$ cat src/trim_pkg.sv
// constants for the bank timing trim register bank
// assumes an avalon-mm slave with 32-bit data, word aligned registers
package trim_pkg;
   // printed offsets are not multiples of four: they are word indices
   localparam int          ADDR_W             = 10;
   localparam logic [9:0]  IDX_BANK0_PHASE0   = 10'h102;
   localparam logic [9:0]  IDX_BANK0_PHASE90  = 10'h103;
   localparam logic [9:0]  IDX_BANK1_PHASE0   = 10'h112;
   localparam logic [9:0]  IDX_BANK1_PHASE90  = 10'h113;
   localparam logic [9:0]  IDX_BANK4_PHASE0   = 10'h142;
   localparam logic [9:0]  IDX_BANK5_PHASE0   = 10'h152;
   localparam logic [9:0]  IDX_TS_LSB_CTRL    = 10'h160;
   localparam logic [7:0]  RST_TS_LSB_CTRL    = 8'h00;
   localparam int          TS_EN_BIT          = 0;
   localparam int          NUM_TRIM           = 6;
   localparam int          SAMPLE_W           = 12;
   // analog input path latency, in clock cycles
   localparam int          PATH_LATENCY       = 4;
   typedef enum logic [2:0] {
      SEL_B0P0,
      SEL_B0P90,
      SEL_B1P0,
      SEL_B1P90,
      SEL_B4P0,
      SEL_B5P0,
      SEL_LSB,
      SEL_NONE
   } reg_sel_t;
endpackage

$ cat src/bank_timing_trim_regs.sv
// register bank of per-bank sampling time trims and timestamp lsb control
// assumes an avalon-mm master on clk, fuse defaults present at reset
// How it works
// - bank0 uses phase0 trim in dual mode
// - bank0 uses phase90 trim in single mode
// - bank1 uses phase0 trim in dual mode
// - bank1 uses phase90 trim in single mode
// - bank4 uses its phase0 trim always
// - bank5 uses its phase0 trim always
// - trims are rw bytes loaded from fuses
// - lsb control register resets to zero
// - timestamp replaces sample lsb, latency matched
`timescale 1ns/10ps
module bank_timing_trim_regs (
   input  wire logic                  clk,                 // 200 MHz clock
   input  wire logic                  rst_b,               // async reset, active low
   input  wire logic [11:0]           avs_address,         // byte address
   input  wire logic                  avs_read,            // read request
   input  wire logic                  avs_write,           // write request
   input  wire logic [3:0]            avs_byteenable,      // byte lanes
   input  wire logic [31:0]           avs_writedata,       // write data
   output logic [31:0]                avs_readdata,        // read data
   output logic                       avs_waitrequest,     // stall request
   output logic [1:0]                 avs_response,        // 00 ok, 10 slave error
   input  wire logic [7:0]            fuse_bank0_phase0,   // fuse default
   input  wire logic [7:0]            fuse_bank0_phase90,  // fuse default
   input  wire logic [7:0]            fuse_bank1_phase0,   // fuse default
   input  wire logic [7:0]            fuse_bank1_phase90,  // fuse default
   input  wire logic [7:0]            fuse_bank4_phase0,   // fuse default
   input  wire logic [7:0]            fuse_bank5_phase0,   // fuse default
   input  wire logic                  single_channel_mode, // 1 single, 0 dual
   input  wire logic                  timestamp_in,        // raw timestamp
   input  wire logic [11:0]           sample_in,           // sample, already delayed
   output logic [11:0]                sample_out,          // sample with lsb option
   output logic [7:0]                 bank0_timing,        // applied trim bank0
   output logic [7:0]                 bank1_timing,        // applied trim bank1
   output logic [7:0]                 bank4_timing,        // applied trim bank4
   output logic [7:0]                 bank5_timing         // applied trim bank5
);
   logic [7:0]            trim [trim_pkg::NUM_TRIM];
   logic [7:0]            trim_fuse [trim_pkg::NUM_TRIM];
   logic [7:0]            timestamp_lsb_control;
   logic                  timestamp_output_enable;
   logic                  load_pulse;
   logic                  mode_meta;
   logic                  mode_sync;
   logic                  ts_meta;
   logic                  ts_sync;
   logic                  ts_aligned;
   logic                  answered;
   logic                  req;
   trim_pkg::reg_sel_t    sel;
   logic [7:0]            wbyte;

   // index decode, shared by read and write paths
   function automatic trim_pkg::reg_sel_t decode(input logic [9:0] idx);
      case (idx)
         trim_pkg::IDX_BANK0_PHASE0:  decode = trim_pkg::SEL_B0P0;
         trim_pkg::IDX_BANK0_PHASE90: decode = trim_pkg::SEL_B0P90;
         trim_pkg::IDX_BANK1_PHASE0:  decode = trim_pkg::SEL_B1P0;
         trim_pkg::IDX_BANK1_PHASE90: decode = trim_pkg::SEL_B1P90;
         trim_pkg::IDX_BANK4_PHASE0:  decode = trim_pkg::SEL_B4P0;
         trim_pkg::IDX_BANK5_PHASE0:  decode = trim_pkg::SEL_B5P0;
         trim_pkg::IDX_TS_LSB_CTRL:   decode = trim_pkg::SEL_LSB;
         default:                     decode = trim_pkg::SEL_NONE;
      endcase
   endfunction

   assign sel   = decode(avs_address[11:2]);
   assign req   = avs_read | avs_write;
   assign wbyte = avs_writedata[7:0];

   assign trim_fuse[0] = fuse_bank0_phase0;
   assign trim_fuse[1] = fuse_bank0_phase90;
   assign trim_fuse[2] = fuse_bank1_phase0;
   assign trim_fuse[3] = fuse_bank1_phase90;
   assign trim_fuse[4] = fuse_bank4_phase0;
   assign trim_fuse[5] = fuse_bank5_phase0;

   fuse_loader u_fuse_loader (
      .clk        (clk),
      .rst_b      (rst_b),
      .load_pulse (load_pulse)
   );

   // one wait state per access: answer on the second cycle of a request
   always_ff @(posedge clk or negedge rst_b) begin
      if (!rst_b) begin
         answered <= 1'b0;
      end else begin
         answered <= req & !answered;
      end
   end

   assign avs_waitrequest = req & !answered;

   // trim storage; fuse load after reset, bus writes after that
   generate
      for (genvar i = 0; i < trim_pkg::NUM_TRIM; i++) begin : g_trim
         always_ff @(posedge clk or negedge rst_b) begin
            if (!rst_b) begin
               trim[i] <= 8'h00;
            end else if (load_pulse) begin
               trim[i] <= trim_fuse[i];
            end else if (avs_write && answered && avs_byteenable[0] && (sel == trim_pkg::reg_sel_t'(i))) begin
               trim[i] <= wbyte;
            end
         end
      end
   endgenerate

   // lsb control; reserved bits are stored as written
   always_ff @(posedge clk or negedge rst_b) begin
      if (!rst_b) begin
         timestamp_lsb_control <= trim_pkg::RST_TS_LSB_CTRL;
      end else if (avs_write && answered && avs_byteenable[0] && sel == trim_pkg::SEL_LSB) begin
         timestamp_lsb_control <= wbyte;
      end
   end

   assign timestamp_output_enable = timestamp_lsb_control[trim_pkg::TS_EN_BIT];

   // read data and response, registered at the edge that ends the wait state, one edge before the answering edge
   always_ff @(posedge clk or negedge rst_b) begin
      if (!rst_b) begin
         avs_readdata <= 32'h0000_0000;
         avs_response <= 2'b00;
      end else if (req && !answered) begin
         avs_response <= (sel == trim_pkg::SEL_NONE) ? 2'b10 : 2'b00;
         case (sel)
            trim_pkg::SEL_LSB:  avs_readdata <= {24'h00_0000, timestamp_lsb_control};
            trim_pkg::SEL_NONE: avs_readdata <= 32'h0000_0000;
            default:            avs_readdata <= {24'h00_0000, trim[sel]};
         endcase
      end
   end

   // mode comes from another domain: two flops before use
   always_ff @(posedge clk or negedge rst_b) begin
      if (!rst_b) begin
         mode_meta <= 1'b0;
         mode_sync <= 1'b0;
         ts_meta   <= 1'b0;
         ts_sync   <= 1'b0;
      end else begin
         mode_meta <= single_channel_mode;
         mode_sync <= mode_meta;
         ts_meta   <= timestamp_in;
         ts_sync   <= ts_meta;
      end
   end

   // applied trims, registered so mode changes switch glitch free
   always_ff @(posedge clk or negedge rst_b) begin
      if (!rst_b) begin
         bank0_timing <= 8'h00;
         bank1_timing <= 8'h00;
         bank4_timing <= 8'h00;
         bank5_timing <= 8'h00;
      end else begin
         bank0_timing <= mode_sync ? trim[1] : trim[0];
         bank1_timing <= mode_sync ? trim[3] : trim[2];
         bank4_timing <= trim[4];
         bank5_timing <= trim[5];
      end
   end

   // timestamp delayed to match the sample path
   ts_delay u_ts_delay (
      .clk   (clk),
      .rst_b (rst_b),
      .din   (ts_sync),
      .dout  (ts_aligned)
   );

   // lsb replacement; sample_in is assumed aligned to the delay above
   always_ff @(posedge clk or negedge rst_b) begin
      if (!rst_b) begin
         sample_out <= 12'h000;
      end else if (timestamp_output_enable) begin
         sample_out <= {sample_in[11:1], ts_aligned};
      end else begin
         sample_out <= sample_in;
      end
   end
endmodule

$ cat src/fuse_loader.sv
// captures fuse defaults after reset release
// assumes fuse values are stable from reset onward
`timescale 1ns/10ps
module fuse_loader (
   input  wire logic        clk,        // system clock
   input  wire logic        rst_b,      // async reset, active low
   output logic             load_pulse  // one-cycle pulse after release
);
   logic done;

   // strap style capture: flops reset to constants, load one cycle later
   always_ff @(posedge clk or negedge rst_b) begin
      if (!rst_b) begin
         done       <= 1'b0;
         load_pulse <= 1'b0;
      end else begin
         done       <= 1'b1;
         load_pulse <= !done;
      end
   end
endmodule

$ cat src/ts_delay.sv
// delay line that keeps the timestamp aligned with the sample path
// assumes timestamp input is on the core clock
`timescale 1ns/10ps
module ts_delay (
   input  wire logic clk,     // system clock
   input  wire logic rst_b,   // async reset, active low
   input  wire logic din,     // undelayed timestamp
   output logic      dout     // timestamp after path latency
);
   logic [trim_pkg::PATH_LATENCY-1:0] pipe;

   // shift register, one stage per cycle of sample latency
   always_ff @(posedge clk or negedge rst_b) begin
      if (!rst_b) begin
         pipe <= '0;
      end else begin
         pipe <= {pipe[trim_pkg::PATH_LATENCY-2:0], din};
      end
   end

   assign dout = pipe[trim_pkg::PATH_LATENCY-1];
endmodule

$ cat config.mk
export PLATFORM = sky130hd
export DESIGN_NAME = bank_timing_trim_regs
export DESIGN_NICKNAME = d
export VERILOG_FILES = /design/src/trim_pkg.sv /design/src/bank_timing_trim_regs.sv /design/src/fuse_loader.sv /design/src/ts_delay.sv
export SDC_FILE = /design/constraint.sdc
export NUM_CORES = 1
export LEC_CHECK = 0
export BUFFER_PORTS_ARGS = -buffer_cell sky130_fd_sc_hd__buf_4
export CORE_ASPECT_RATIO = 0.5
export CORE_MARGIN = 10
export CORE_UTILIZATION = 51
export CTS_CLUSTER_SIZE = 20
export DETAILED_ROUTE_END_ITERATION = 7
export PLACE_DENSITY = 0.81
export SLEW_MARGIN = 15
export SYNTH_ARGS = -nofsm -noshare
export SYNTH_HDL_FRONTEND = slang
export SYNTH_HIERARCHICAL = 1
export SYNTH_SLANG_ARGS = --single-unit
$ cat constraint.sdc
create_clock -name clk -period 4.2 [get_ports clk]
set_input_delay 0.21 -clock clk [delete_from_list [all_inputs] [get_ports clk]]
set_output_delay 0.21 -clock clk [all_outputs]
set_load 0.005 [all_outputs]
=== Word level (Yosys, flattened, before mapping) ===
Cells that the tools add are included.

* Word-level logic and storage cells: 80
* Output and inout port bits: 79
* Flip-flop bits (word level): 145

* Reductions and logical operators: 19
* Multiplexer cells: 21
* Bitwise gates (word level): 3
* $lt $le $gt $ge: 1
* Equality and inequality tests: 14

{| class="wikitable"
|+ Operators with widths
! operator !! count
|-
| $mux W8 || 16
|-
| $eq A10 B9 Y1 const B || 7
|-
| $bmux W8 S3 || 1
|-
| $pmux W3 S7 || 1
|-
| $pmux W8 S2 || 1
|-
| $eq A3 B3 Y1 const B || 4
|-
| $reduce_bool A2 Y1 || 6
|-
| $logic_and A1 B1 Y1 || 10
|-
| $eq A3 B2 Y1 const B || 2
|-
| $ge A4 B4 Y1 const B || 1
|-
| $not A3 Y4 || 1
|-
| $eq A3 B1 Y1 const B || 1
|-
| $logic_not A3 Y1 || 1
|-
| $logic_not A1 Y1 || 2
|-
| $mux W2 || 1
|-
| $and A1 B1 Y1 || 1
|-
| $mux W1 || 1
|-
| $or A1 B1 Y1 || 1
|}

=== Longest topological paths before layout ===
* Depth after elaboration: 7
* Gate-level depth with buffers: 7
* Mapped depth without buffers: 5

=== Hierarchy ===
The synthesis kept the hierarchy.

{| class="wikitable"
|+ By module, submodules not included
! module !! times used !! area each (µm²) !! seq. area each (µm²) !! cells an instance
|-
| bank_timing_trim_regs || 1 || 5454.0 || 2852.7 || 514
|-
| ts_delay || 1 || 100.1 || 100.1 || 4
|-
| fuse_loader || 1 || 57.6 || 50.0 || 4
|}

=== Worst setup path after synthesis ===
No wires, ideal clock.

* Kind: input-to-reg
* Start: input port avs_address[8]
* End: register avs_readdata[5]
* Stages: 6
* Data arrival time: 1546 ps
* Path buffers: 2
* Setup slack: 2530 ps
* Library setup time: 124 ps
* Path through: buf_2 or4b_1 buf_2 a32oi_1 o211ai_1 a211o_1

* Word-level cells in the longest chain between the ends: 7
* Elaborated cells on any way between the ends: 15

{| class="wikitable"
|+ Ends and longest elaborated chain
! element !! RTL line !! RTL
|-
| start: declaration || bank_timing_trim_regs.sv:17 || <nowiki>input wire logic [11:0] avs_address,</nowiki>
|-
| $eq A10 B9 Y1 || bank_timing_trim_regs.sv:57 || <nowiki>case (idx)</nowiki>
|-
| $pmux W3 S7 * || bank_timing_trim_regs.sv:57 ||
|-
| $not A3 Y4 (not written as such) || bank_timing_trim_regs.sv:133 || <nowiki>default: avs_readdata <= {24'h00_0000, trim[sel]};</nowiki>
|-
| $bmux W8 S3 || bank_timing_trim_regs.sv:133 ||
|-
| $mux W8 (not written as such) (2 in series) || bank_timing_trim_regs.sv:133 ||
|-
| $pmux W8 S2 * || bank_timing_trim_regs.sv:130 || <nowiki>case (sel)</nowiki>
|-
| end signal: assignment || bank_timing_trim_regs.sv:131 || <nowiki>trim_pkg::SEL_LSB: avs_readdata <= {24'h00_0000, timestamp_lsb_control};</nowiki>
|-
| end signal: assignment || bank_timing_trim_regs.sv:133 ||
|-
| end: declaration || bank_timing_trim_regs.sv:22 || <nowiki>output logic [31:0] avs_readdata,</nowiki>
|}

Mark *: on every way between the ends. The rest lies on a longest branch, timed or not. The select of a mux whose other input is x is not followed.
A chain may end at the register's enable or synchronous reset.

=== Final worst setup path ===
* Start: register answered
* End: register trim[17] (netlist name)

* Word-level cells in the longest chain between the ends: 4

{| class="wikitable"
|+ Ends and longest elaborated chain
! element !! RTL line !! RTL
|-
| start: declaration || bank_timing_trim_regs.sv:50 || <nowiki>logic answered;</nowiki>
|-
| start signal: assignment || bank_timing_trim_regs.sv:91 || <nowiki>answered <= req & !answered;</nowiki>
|-
| $logic_and A1 B1 Y1 (3 in series) || bank_timing_trim_regs.sv:105 || <nowiki>end else if (avs_write && answered && avs_byteenable[0] && (sel == trim_pkg::reg_sel_t'(i))) begin</nowiki>
|-
| $reduce_bool A2 Y1 (no source line) || -- ||
|-
| end signal: indexed assignment || bank_timing_trim_regs.sv:104 || <nowiki>trim[i] <= trim_fuse[i];</nowiki>
|-
| end signal: indexed assignment || bank_timing_trim_regs.sv:106 || <nowiki>trim[i] <= wbyte;</nowiki>
|-
| end: declaration || bank_timing_trim_regs.sv:40 || <nowiki>logic [7:0] trim [trim_pkg::NUM_TRIM];</nowiki>
|}

Every way passes these cells.

==> out/qor.csv <==
metric,value,unit
r2r_slack,2070,ps
wire_per_inst,21.77,um
fin_tns_setup,0,ps
max_freq,0.4705,GHz
synth_edf_count,0,
async_flop_share,100.0,%
hold_depth,2,
p_int,2.527,mW
synthCells,522,
drtAntennaViolNets,0,
p_per_area,444.5,mW/mm2
grt_start_max_net_pins,97,
finalHoldViolCount,0,
layout-drive-gt1-share,31.74,%
syn_area_per_cell,10.75,um2
tritoncts,done,
std_cell_rows,26,
arrival,2450,ps
yosysWarnings,6,
start_util,53.57,%
worstHoldStart,sample_in[0],
num_io_pins,193,
fp.coreArea,0.01048,mm2
synth_area_leader_cell,dfrtp_1,
synth_top_cell_area_share,53.51,%
grt_pass1_vias,5097,
endpoint_kind,flop,
fin_crit_sh,50.61,%
place_area,0.006588,mm2
slew_viol_final,0,
syn2layout_area_growth,31.84,%
hold_path.class,in -> reg,
worstMarginPinSlew,985.4,ps
synth_flop_cell,dfrtp_1,
clk_pin_slew,50,ps
layout.nets,772,
p_switching,762.4,uW
antenna_found_initial,0,
setup_viol,0,
min_to,sample_out[0],
place_hpwl,11.87,mm
yosys-top-cells-area,"dfrtp_1, nor2b_1, mux2_2",
power_frac_comb,11.1,%
clockRootBuffer,clkbuf_16,
clk_path_buf_depth,2,
routed_wl,17.66,mm
pwr-share-clk,49.4,%
grtUsageTotal,21.75,%
vias,4935,
fin_crit,2126,ps
htreeDepth,4,
grt_pass1_wl,27.45,mm
crit_required,4530,ps
io_buffers,138,
vdd_drop_max,239.7,uV
final_area,0.007398,mm2
cp-start-kind,flop,
rsz0062_at_grt,no,
p_sw_share,23.18,%
p_leak,3.248,nW
grt_remaining_overflow,0,
antennaDiodeCount,0,
cts-buffers-inserted,17,
seqPwrFrac,39.5,%
r2r_end,trim[17],
postCtsSetupBuffers,0,
status,"complete, no violations",
die_w,168.3,um
drt-initial-drc-count,637,
netlist_area,0.005612,mm2
cts.sinks,120,
ys_seq_area_share,53.51,%
fp.dieH,94.18,um
cp_max_fo,24,
insertion_delay,410,ps
maxCapViolCount,0,
dr.pass1.iters,6,
slew_headroom,34.31,%
die_area,0.01585,mm2
reg2reg_from,answered,
ff2ff_path_depth,4,
synthDistinctLibCells,45,
via_per_inst,6.085,
gp_congestion,0.9267,
drc,0,
ys_seq_elements,120,
clock_skew,5.476,ps
path_class,reg -> reg,
==> cell families (layout without fill, tap and decap cells) <==
family / Yosys count / in the layout / share of synthesized area (%)
other: 2 / 26 / 0.1338
buffers and inverters: 68 / 193 / 6.555
muxes: 27 / 27 / 5.373
DFF: 120 / 120 / 53.51
AOI/OAI and AO/OA: 195 / 195 / 21.61
and+or+nand+nor: 110 / 110 / 12.82
==> worst max-delay path, stage by stage (launching register included) <==
cell,delay [ps]
dfrtp_1,340
and3_1,350
and2_1,840
a41oi_1,260
a21oi_1,240
==> cell usage in the layout (no fill, tap or decap), types with 3 or more instances in the layout <==
cell type      instances
mux2_2                25
clkbuf_16             17
o2111ai_1              6
and4_1                 7
a41oi_1               16
buf_4                142
dlygate4sd3_1         14
inv_1                  3
and3_1                 5
nor2_1                11
nor2b_1               51
conb_1                26
nand4_1                3
or2_2                  6
dfrtp_1              119
a31oi_1               33
nand3_1                3
a221oi_1               8
a211o_1                8
a32oi_1                8
clkbuf_8               3
o211ai_1               4
and2_1                 3
a21oi_1               54
o21ai_0               55
bufinv_16              5
nand2_1                7
==> power groups by stage <==
stage	Combinational [mW]	Clock, mW	Sequential (mW)
floorplan	0.171	0	1.30
detailed placement	0.350	0	1.31
CTS	0.365	1.63	1.30
global placement	0.342	0	1.31
global route	0.403	1.70	1.31
finish	0.366	1.62	1.30
==> sequential cells by signal, summed over array words and instances (netlist names), 4 cells and up <==
signal and flops:
trim 48, sample_out 12, avs_readdata 8, bank0_timing 8, bank1_timing 8, bank4_timing 8
bank5_timing 8, timestamp_lsb_control 8, u_ts_delay/pipe 4
==> layout make-up <==
class | instances | area, um2
Clock buffer | 21 | 470.5
Multi-Input combinational cell | 358 | 2331
Sequential cell | 120 | 3004
Clock inverter | 11 | 192.7
Fill cell | 753 | 3077
Inverter | 5 | 18.77
Tap cell | 140 | 175.2
Timing Repair Buffer | 156 | 1206
==> cells in the mapped netlist (2+ instances only) <==
| master | n |
|---|---|
| mux2i_1 | 2 |
| nand4_1 | 3 |
| and2_1 | 3 |
| nand2_1 | 7 |
| a21oi_1 | 54 |
| o211ai_1 | 4 |
| clkbuf_1 | 26 |
| buf_1 | 2 |
| o21ai_0 | 55 |
| nand3_1 | 3 |
| conb_1 | 2 |
| nor2_1 | 11 |
| buf_4 | 25 |
| clkinv_1 | 2 |
| and3_1 | 5 |
| a211o_1 | 8 |
| and4_1 | 7 |
| nor2b_1 | 51 |
| a41oi_1 | 16 |
| inv_1 | 3 |
| or2_2 | 6 |
| a221oi_1 | 8 |
| o211a_1 | 2 |
| o2111ai_1 | 6 |
| mux2_2 | 25 |
| dfrtp_1 | 120 |
| a32oi_1 | 8 |
| buf_2 | 9 |
| a31oi_1 | 33 |
==> how the worst max path moves through the flow <==
stage / startpoint / end / slack (ps) / depth (start not counted)
floorplan: avs_address[8] / avs_readdata[5] / 2530 / 6
global placement: avs_address[2] / trim[45] / 1910 / 5
detailed placement: avs_address[4] / trim[32] / 1880 / 5
CTS: answered / trim[17] / 2120 / 4
global route: answered / trim[17] / 1960 / 4
finish: answered / trim[17] / 2070 / 4
==> timing repair <==
action,CTS,global route
endpoints found under the setup margin,0,0
gates resized for setup,0,0
hold endpoints to repair,29,0
hold buffers,14,0
==> per-stage QoR <==
stage | utilization, % | setup WS (ps) | cells | power (mW) | hold WS, ps
final | 70.63 | 2074 | 811 | 3.289 | 28.39
after global placement | 62.89 | 1909 | 764 | 1.652 | 87.89
after global routing | 70.63 | 1959 | 811 | 3.405 | 30.26
after detailed placement | 62.89 | 1877 | 764 | 1.665 | 90.16
after CTS | 70.56 | 2120 | 810 | 3.295 | 24.07
after floorplan | - | 2530 | 546 | 1.472 | -85.59
==> layer usage <==
metal / part of all wire, % / GRT usage (%) / wire, um / vias to the layer above
met3: 9.8 / 5.890 / 1733 / 58
met4: 2.8 / 8.934 / 495 / 0
met5: 0 / 0 / 0 / -
li1: - / - / - / 2163
met1: 41 / 26.97 / 7258 / 2389
met2: 46 / 35.54 / 8170 / 325
Power figures use the tool's default switching activity.
